===== src/fscr_consts.svh =====
// Purpose: Constants of the flash status and configuration register bank
// Assumes: Included by its bare name by the marking area and register design files
// Notes:   Bit positions, reset values, marking area offsets and timing counts
`ifndef FSCR_CONSTS_SVH
`define FSCR_CONSTS_SVH

// ==========================================================================
// Status register one bit positions
`define FSCR_SR_LOCK_BIT     7
`define FSCR_SR_PERR_BIT     6
`define FSCR_SR_EERR_BIT     5
`define FSCR_SR_RANGE_HI     4
`define FSCR_SR_RANGE_LO     2
`define FSCR_SR_WPL_BIT      1
`define FSCR_SR_PEND_BIT     0

// ==========================================================================
// Configuration register one bit positions
`define FSCR_CR_LAT_HI       7
`define FSCR_CR_LAT_LO       6
`define FSCR_CR_ORIGIN_BIT   5
`define FSCR_CR_VOLAT_BIT    3
`define FSCR_CR_SMALL_BIT    2
`define FSCR_CR_QUAD_BIT     1
`define FSCR_CR_FREEZE_BIT   0

// ==========================================================================
// Reset values; non-volatile ones stand in for the stored array contents
`define FSCR_LOCK_INIT       1'h0
`define FSCR_RANGE_NV_INIT   3'h0
`define FSCR_RANGE_VOL_INIT  3'h7
`define FSCR_LAT_INIT        2'h0
`define FSCR_ORIGIN_INIT     1'h0
`define FSCR_VOLAT_INIT      1'h0
`define FSCR_SMALL_INIT      1'h0
`define FSCR_QUAD_INIT       1'h0

// ==========================================================================
// Electronic marking area, offsets from the sector base
`define FSCR_MARK_SIZE_ADDR  9'h180
`define FSCR_MARK_REV_ADDR   9'h181
`define FSCR_MARK_LOT_FIRST  9'h182
`define FSCR_MARK_LOT_LAST   9'h189
`define FSCR_MARK_WAFER_ADDR 9'h18A
`define FSCR_MARK_DIEX_ADDR  9'h18B
`define FSCR_MARK_DIEY_ADDR  9'h18C
`define FSCR_MARK_CLS_FIRST  9'h18D
`define FSCR_MARK_CLS_LAST   9'h193
`define FSCR_MARK_SIZE       8'h14
`define FSCR_MARK_REV        8'h01
`define FSCR_MARK_BLANK      8'hFF

// ==========================================================================
// Timing: busy cycles of a register write
`define FSCR_WRITE_CYCLES    16

`endif


===== src/fscr_pkg.sv =====
// Purpose: Types of the flash status and configuration register bank
// Assumes: Nothing
// Notes:   Constants live in fscr_consts.svh
package fscr_pkg;

  // ========================================================================
  // Commands from the serial front end
  typedef enum logic [2:0] {
    FSCR_CMD_NONE,
    FSCR_CMD_PERMIT_SET,
    FSCR_CMD_PERMIT_CLEAR,
    FSCR_CMD_REG_WRITE,
    FSCR_CMD_PROGRAM,
    FSCR_CMD_ERASE,
    FSCR_CMD_CLEAR_STATUS
  } fscr_cmd_type;

  // ========================================================================
  // Sequencer states
  typedef enum logic [1:0] {
    FSCR_IDLE,
    FSCR_REG_BUSY,
    FSCR_ARRAY_BUSY
  } fscr_state_type;

endpackage


===== src/fscr_mark_rom.sv =====
// Purpose: Read-only electronic marking area of the flash
// Assumes: Address is the offset from the sector base
// Notes:   Combinational; the caller registers the byte
`timescale 1ns/1ps
`include "fscr_consts.svh"

module fscr_mark_rom #(
  parameter logic [63:0] FAB_LOT   = 64'h4C44383732373046,
  parameter logic [7:0]  WAFER     = 8'h01,
  parameter logic [7:0]  DIE_X     = 8'h01,
  parameter logic [7:0]  DIE_Y     = 8'h01,
  parameter logic [55:0] CLASS_LOT = 56'h41413030303030
) (
  input  wire logic [8:0] addr,
  output logic      [7:0] data
);

  logic [8:0] rel;

  // ========================================================================
  // Byte lookup; lot fields are stored first character in the high byte
  always_comb begin
    rel  = 9'h000;
    data = `FSCR_MARK_BLANK;
    if (addr == `FSCR_MARK_SIZE_ADDR) begin
      data = `FSCR_MARK_SIZE;
    end else if (addr == `FSCR_MARK_REV_ADDR) begin
      data = `FSCR_MARK_REV;
    end else if (addr >= `FSCR_MARK_LOT_FIRST && addr <= `FSCR_MARK_LOT_LAST) begin
      rel  = addr - `FSCR_MARK_LOT_FIRST;
      data = FAB_LOT[{3'h7 - rel[2:0], 3'h0} +: 8];
    end else if (addr == `FSCR_MARK_WAFER_ADDR) begin
      data = WAFER;
    end else if (addr == `FSCR_MARK_DIEX_ADDR) begin
      data = DIE_X;
    end else if (addr == `FSCR_MARK_DIEY_ADDR) begin
      data = DIE_Y;
    end else if (addr >= `FSCR_MARK_CLS_FIRST && addr <= `FSCR_MARK_CLS_LAST) begin
      rel  = addr - `FSCR_MARK_CLS_FIRST;
      data = CLASS_LOT[{3'h6 - rel[2:0], 3'h0} +: 8];
    end
  end

endmodule


===== src/fscr_regs.sv =====
// Purpose: Status register one, configuration register one and marking area
// Assumes: Commands come decoded from a serial front end on clk
// Notes:   Non-volatile bits are modelled as flops reset to their stored values
`timescale 1ns/1ps
`include "fscr_consts.svh"

// How it works
// - Lock bit set with protect pin low makes register writes ignored entirely.
// - Register write, program and erase need the write-permit latch set.
// - Only permit-set and permit-clear commands change the write-permit latch.
// - Operation-pending reads one during any operation, zero when idle.
// - Range bits protect sectors; volatile default ones when volatility bit set.
// - Origin bit one protects from low addresses, zero from high addresses.
// - Small-sector bit one places 4-KB sectors on top, zero bottom.
// - Freeze bit locks range, origin and small-sector bits.
// - Two latency bits select read latency cycles, both defaulting zero.
// - Fab lot, wafer, die X and Y bytes readable as unique ID.
module fscr_regs #(
  parameter int          WRITE_CYCLES = `FSCR_WRITE_CYCLES,
  parameter logic [63:0] FAB_LOT      = 64'h4C44383732373046,
  parameter logic [7:0]  WAFER        = 8'h01,
  parameter logic [7:0]  DIE_X        = 8'h01,
  parameter logic [7:0]  DIE_Y        = 8'h01,
  parameter logic [55:0] CLASS_LOT    = 56'h41413030303030
) (
  input  wire logic                  clk,
  input  wire logic                  rstn,
  input  wire logic                  ce,
  input  wire logic                  write_protect_n,
  input  wire logic                  cmd_valid,
  input  wire fscr_pkg::fscr_cmd_type cmd_code,
  input  wire logic [7:0]            cmd_status_data,
  input  wire logic [7:0]            cmd_config_data,
  input  wire logic                  cmd_config_present,
  input  wire logic                  array_done,
  input  wire logic                  array_fail,
  input  wire logic [8:0]            mark_addr,
  output logic      [7:0]            status_byte,
  output logic      [7:0]            config_byte,
  output logic                       op_start,
  output logic                       op_erase,
  output logic      [1:0]            latency_select,
  output logic                       quad_enable,
  output logic      [2:0]            protect_range,
  output logic                       protect_from_low,
  output logic                       small_sector_top,
  output logic                       regs_frozen,
  output logic      [7:0]            mark_data
);

  localparam logic [7:0] WRITE_LAST = 8'(WRITE_CYCLES - 1);

  // ========================================================================
  // Protect pin synchroniser
  logic wp_meta_q, wp_meta_d;
  logic wp_sync_q, wp_sync_d;

  always_comb begin
    wp_meta_d = ce ? write_protect_n : wp_meta_q;
    wp_sync_d = ce ? wp_meta_q : wp_sync_q;
  end

  always_ff @(posedge clk) begin
    if (!rstn) begin
      wp_meta_q <= 1'h1;
      wp_sync_q <= 1'h1;
    end else begin
      wp_meta_q <= wp_meta_d;
      wp_sync_q <= wp_sync_d;
    end
  end

  // ========================================================================
  // Registers and sequencer
  fscr_pkg::fscr_state_type state_q, state_d;
  logic [7:0] cnt_q, cnt_d;
  logic       lock_q, lock_d;
  logic       perr_q, perr_d;
  logic       eerr_q, eerr_d;
  logic [2:0] range_q, range_d;
  logic       wpl_q, wpl_d;
  logic       pend_q, pend_d;
  logic [1:0] lat_q, lat_d;
  logic       origin_q, origin_d;
  logic       volat_q, volat_d;
  logic       small_q, small_d;
  logic       quad_q, quad_d;
  logic       freeze_q, freeze_d;
  logic       start_q, start_d;
  logic       erase_q, erase_d;
  logic       idle_cmd;
  logic       wrr_go;
  logic       wrr_blocked;
  logic       arr_go;

  always_comb begin
    state_d   = state_q;
    cnt_d     = cnt_q;
    lock_d    = lock_q;
    range_d   = range_q;
    wpl_d     = wpl_q;
    lat_d     = lat_q;
    origin_d  = origin_q;
    volat_d   = volat_q;
    small_d   = small_q;
    quad_d    = quad_q;
    freeze_d  = freeze_q;
    erase_d   = erase_q;
    start_d   = 1'h0;
    perr_d    = perr_q;
    eerr_d    = eerr_q;
    idle_cmd    = ce && cmd_valid && state_q == fscr_pkg::FSCR_IDLE;
    wrr_blocked = lock_q && !wp_sync_q;
    wrr_go      = idle_cmd && cmd_code == fscr_pkg::FSCR_CMD_REG_WRITE && wpl_q && !wrr_blocked;
    arr_go      = idle_cmd && wpl_q && (cmd_code == fscr_pkg::FSCR_CMD_PROGRAM ||
                                        cmd_code == fscr_pkg::FSCR_CMD_ERASE);
    if (ce) begin
      if (idle_cmd) begin
        case (cmd_code)
          fscr_pkg::FSCR_CMD_PERMIT_SET: begin
            wpl_d = 1'h1;
          end
          fscr_pkg::FSCR_CMD_PERMIT_CLEAR: begin
            wpl_d = 1'h0;
          end
          fscr_pkg::FSCR_CMD_CLEAR_STATUS: begin
            perr_d = 1'h0;
            eerr_d = 1'h0;
          end
          default: begin
          end
        endcase
      end
      if (wrr_go) begin
        // Latch untouched by the write itself
        lock_d = cmd_status_data[`FSCR_SR_LOCK_BIT];
        if (!freeze_q) begin
          range_d = cmd_status_data[`FSCR_SR_RANGE_HI:`FSCR_SR_RANGE_LO];
        end
        if (cmd_config_present) begin
          lat_d   = cmd_config_data[`FSCR_CR_LAT_HI:`FSCR_CR_LAT_LO];
          quad_d  = cmd_config_data[`FSCR_CR_QUAD_BIT];
          volat_d = volat_q | cmd_config_data[`FSCR_CR_VOLAT_BIT];
          // One-time bits only go from zero to one, and not while frozen
          if (!freeze_q) begin
            origin_d = origin_q | cmd_config_data[`FSCR_CR_ORIGIN_BIT];
            small_d  = small_q | cmd_config_data[`FSCR_CR_SMALL_BIT];
          end
          // Freeze holds until reset once set
          freeze_d = freeze_q | cmd_config_data[`FSCR_CR_FREEZE_BIT];
        end
        cnt_d   = WRITE_LAST;
        state_d = fscr_pkg::FSCR_REG_BUSY;
      end
      if (arr_go) begin
        start_d = 1'h1;
        erase_d = cmd_code == fscr_pkg::FSCR_CMD_ERASE;
        state_d = fscr_pkg::FSCR_ARRAY_BUSY;
      end
      case (state_q)
        fscr_pkg::FSCR_IDLE: begin
        end
        fscr_pkg::FSCR_REG_BUSY: begin
          if (cnt_q == 8'h00) begin
            state_d = fscr_pkg::FSCR_IDLE;
          end else begin
            cnt_d = cnt_q - 8'h01;
          end
        end
        fscr_pkg::FSCR_ARRAY_BUSY: begin
          if (array_done) begin
            state_d = fscr_pkg::FSCR_IDLE;
            if (array_fail && !erase_q) begin
              perr_d = 1'h1;
            end
            if (array_fail && erase_q) begin
              eerr_d = 1'h1;
            end
          end
        end
        default: begin
          state_d = fscr_pkg::FSCR_IDLE;
        end
      endcase
    end
    pend_d = state_d != fscr_pkg::FSCR_IDLE;
  end

  always_ff @(posedge clk) begin
    if (!rstn) begin
      state_q  <= fscr_pkg::FSCR_IDLE;
      cnt_q    <= 8'h00;
      lock_q   <= `FSCR_LOCK_INIT;
      perr_q   <= 1'h0;
      eerr_q   <= 1'h0;
      range_q  <= `FSCR_VOLAT_INIT ? `FSCR_RANGE_VOL_INIT : `FSCR_RANGE_NV_INIT;
      wpl_q    <= 1'h0;
      pend_q   <= 1'h0;
      lat_q    <= `FSCR_LAT_INIT;
      origin_q <= `FSCR_ORIGIN_INIT;
      volat_q  <= `FSCR_VOLAT_INIT;
      small_q  <= `FSCR_SMALL_INIT;
      quad_q   <= `FSCR_QUAD_INIT;
      freeze_q <= 1'h0;
      start_q  <= 1'h0;
      erase_q  <= 1'h0;
    end else begin
      state_q  <= state_d;
      cnt_q    <= cnt_d;
      lock_q   <= lock_d;
      perr_q   <= perr_d;
      eerr_q   <= eerr_d;
      range_q  <= range_d;
      wpl_q    <= wpl_d;
      pend_q   <= pend_d;
      lat_q    <= lat_d;
      origin_q <= origin_d;
      volat_q  <= volat_d;
      small_q  <= small_d;
      quad_q   <= quad_d;
      freeze_q <= freeze_d;
      start_q  <= start_d;
      erase_q  <= erase_d;
    end
  end

  // ========================================================================
  // Marking area read port
  logic [7:0] rom_byte;
  logic [7:0] mark_q, mark_d;

  fscr_mark_rom #(
    .FAB_LOT   (FAB_LOT),
    .WAFER     (WAFER),
    .DIE_X     (DIE_X),
    .DIE_Y     (DIE_Y),
    .CLASS_LOT (CLASS_LOT)
  ) u_mark (
    .addr (mark_addr),
    .data (rom_byte)
  );

  always_comb begin
    mark_d = ce ? rom_byte : mark_q;
  end

  always_ff @(posedge clk) begin
    if (!rstn) begin
      mark_q <= 8'hFF;
    end else begin
      mark_q <= mark_d;
    end
  end

  // ========================================================================
  // Outputs
  assign status_byte      = {lock_q, perr_q, eerr_q, range_q, wpl_q, pend_q};
  assign config_byte      = {lat_q, origin_q, 1'h0, volat_q, small_q, quad_q, freeze_q};
  assign op_start         = start_q;
  assign op_erase         = erase_q;
  assign latency_select   = lat_q;
  assign quad_enable      = quad_q;
  assign protect_range    = range_q;
  assign protect_from_low = origin_q;
  assign small_sector_top = small_q;
  assign regs_frozen      = freeze_q;
  assign mark_data        = mark_q;
endmodule


===== config.mk =====
export PLATFORM = sky130hd
export DESIGN_NAME = fscr_regs
export DESIGN_NICKNAME = d
export VERILOG_FILES = /design/src/fscr_pkg.sv /design/src/fscr_mark_rom.sv /design/src/fscr_regs.sv
export VERILOG_INCLUDE_DIRS = /design/src
export SDC_FILE = /design/constraint.sdc
export NUM_CORES = 1
export LEC_CHECK = 0
export CORE_MARGIN = 4
export CORE_UTILIZATION = 35
export DETAILED_ROUTE_END_ITERATION = 7
export DONT_BUFFER_PORTS = 1
export GPL_TIMING_DRIVEN = 0
export PLACE_DENSITY = 0.61
export SLEW_MARGIN = 20
export SYNTH_ARGS = -nofsm -noshare
export SYNTH_HDL_FRONTEND = slang
export SYNTH_SLANG_ARGS = --single-unit
export TNS_END_PERCENT = 1

===== constraint.sdc =====
create_clock -name clk -period 3.35 [get_ports clk]
set_input_delay 0.5025 -clock clk [delete_from_list [all_inputs] [get_ports clk]]
set_output_delay 0.5025 -clock clk [all_outputs]
set_load 0.01 [all_outputs]

==> summary.txt <==
I/O Pins -> 71
Clock Pin Slew Worst Setup and Hold Paths -> 0.08 ns
Crit path DAT -> 2.21 ns
Final min period -> 2.027 ns
Total number of vias -> 1852
DR vias/cell -> 5.276
Die area -> 7762 sq um
Mean Syn Cell Area -> 8.380 sq um
Largest net degree at the start of global routing -> 13
CP Launch Type -> input pin
TritonCTS Buffers -> 5
Family with the most delay on the worst path -> compound AO/OA/AOI/OAI gates
Ys async rst share -> 0%
P&R area growth vs syn -> 8.858%
Initial antenna violation count -> 0
Drt pass-1 iters -> 4
# nets final -> 324
Slowest cell delay on critical path -> 0.31 ns
Worst-Skew Late Latency -> 0.29 ns
Power per cell area -> 360.2 nW/um^2
Layout cells sized above 1 -> 15.22%
Number of DRC markers in iteration 0 -> 84
Clk sink count -> 37
Root Driver -> clkbuf_8
Final slew viol count -> 0
Ys flop type -> dfxtp_1
N_diodes -> 0
Kind of critical path -> in -> reg
Postcts setup bufs -> 0
Dpl hpwl -> 3992 um
CP Data Required Time -> 3.53 ns
Max-Cap Viols -> 0
Crit path max fanout -> 7
Rel. slew slack -> 62.48%
Worst Hold Class -> in -> reg
Mapped Area -> 2246 sq um
Status -> finished clean
Bufs and invs on worst path -> 1
Crit-path slowest cell -> a221o_1
Clock buffer depth -> 2
Detailed-route wire length per cell -> 14.42 um
Critical Path, Cell by Cell -> inv_1 -> ha_1 -> mux2_2 -> a221oi_4 -> nor2_1 -> a22o_1 -> a221o_1
R2r startpoint -> cnt_q[0]
Die W -> 88.11 um
Critical path capture point type -> flop
Syn_nets -> 317
Global-route wire length before repair -> 8059 um
Number of port buffers -> 0
Finished Core Util -> 40.34%
Leakage Power -> 0.9628 nW
CTS Hold Bufs -> 0
Hold path start -> cmd_code[1]
Number of flops mapped to enable cells by yosys -> 0
Detail Route Antenna Nets -> 0
Final hold vios -> 0
Global route overflow -> 0
All-layer global routing usage -> 13.17%
Seq cells post-synth -> 37
Final Cycle Share -> 60.49%
RD Place Congestion -> 0.8580
Final setup violating endpoints -> 0
Crit path from -> mark_addr[1]
Vias in the first global route -> 1724
Initial core utilization -> 37.06%
H-tree Lvls -> 2
# DRC -> 0
Sequential area share after synthesis -> 32.98%
Top post-synthesis cells by area -> dfxtp_1, ha_1, buf_4
CTS resizes -> 0
Worst slew pin tran -> 0.5585 ns
Routed Wire Length -> 5062 um
Number of warnings issued by yosys -> 0
Row cnt -> 28
Cell accounting for the most synthesized area -> dfxtp_1
Setup ws final -> 1.323 ns
Placement Setup Slack -> 1.009 ns
CTS tree -> built
Worst VDD drop -> 0.1745 mV
RSZ-0062 raised after global routing -> false
Clock skew -> 0.01280 ns
Post-synth top area share -> 32.98%
Synth Instances -> 268
Die Y -> 88.11 um
Core box area -> 6061 sq um
Final total negative setup slack -> 0 ns
Fillers -> 625
Fmax -> 493.4 MHz
Yosys cell types -> 61
==> final timing paths <==
path	endpoint	slack [ns]	cells after the start
min reg2reg	volat_q	0.48	2
min	op_start	0.28	1
max reg2reg	cnt_q[3]	1.40	7
max	mark_data[6]	1.32	7
==> synth_stat cells, types with 2 or more instances <==
library cell,number
dfxtp_1,37
nor2_1,28
nand2_1,26
a21oi_1,19
o21ai_0,18
buf_4,16
ha_1,13
inv_1,11
nor3_1,10
nand2b_1,8
mux2i_1,7
o21a_1,5
a31oi_1,4
clkbuf_1,4
o211ai_1,4
a21o_1,3
nand3b_1,3
a211oi_1,2
and2_1,2
nor2b_1,2
nor3b_1,2
nor4_1,2
o22ai_1,2
or3_1,2
or4_4,2
==> metrics by stage <==
stage | hold slack (ns) | cells | cell area [sq um] | power [mW]
detailed placement | 0.4632 | 343 | 2340 | 0.5383
CTS | 0.2765 | 351 | 2445 | 0.8918
global route | 0.2763 | 351 | 2445 | 0.9180
global placement | 0.4514 | 343 | 2340 | 0.5375
floorplan | 0.4245 | 268 | 2246 | 0.5227
finish | 0.2817 | 351 | 2445 | 0.8807
==> where the power goes <==
| group | switching, mW | internal (mW) | total (mW) |
|---|---|---|---|
| clock | 0.164 | 0.190 | 0.354 |
| combinational | 0.0446 | 0.0299 | 0.0745 |
| sequential | 0.00688 | 0.446 | 0.453 |
==> routing by layer <==
layer / wire (um) / track usage (%) / vias up / part of all wire (%)
met2: 2338 / 20.82 / 72 / 46
met5: 0 / 0 / - / 0
met1: 2147 / 16.28 / 823 / 42
met3: 536 / 5.738 / 4 / 11
li1: - / - / 953 / -
met4: 40 / 3.984 / 0 / 0.79
==> kinds of logic (layout without fill, tap and decap cells) <==
logic type      count (synthesis)  after routing  synth area share, %
other cells                     1              1               0.1670
flops                          37             37                32.98
fa+ha+maj                      13             13                7.243
compound gates                 74             74                22.45
simple gates                  101            101                24.85
mux                             8              8                3.621
buf+inv                        34             42                8.690
==> area by class of cell <==
class	instances	area (sq um)	share of cell area [%]
plain buffers	22	150.1	6.141
clock buffers	7	96.34	3.941
multi-input cells	197	1310	53.58
clock inverters	1	8.758	0.3582
well taps	75	93.84	3.838
inverters	12	45.04	1.842
flip-flops and latches	37	740.7	30.30
==> cell usage in the layout (no fill, tap or decap), drive strengths merged, types with 7 or more instances in the layout <==
master / n
a21oi: 20
buf: 18
clkbuf: 11
dfxtp: 37
ha: 13
inv: 12
mux2i: 7
nand2: 27
nand2b: 8
nor2: 30
nor3: 10
o21ai: 19
==> state kept, by name, summed over array words and instances (netlist names), 2 cells and up <==
register	count
latency_select	2
mark_data	8
protect_range	3
state_q	2
cnt_q	8
(Power assumes the default switching activity.)
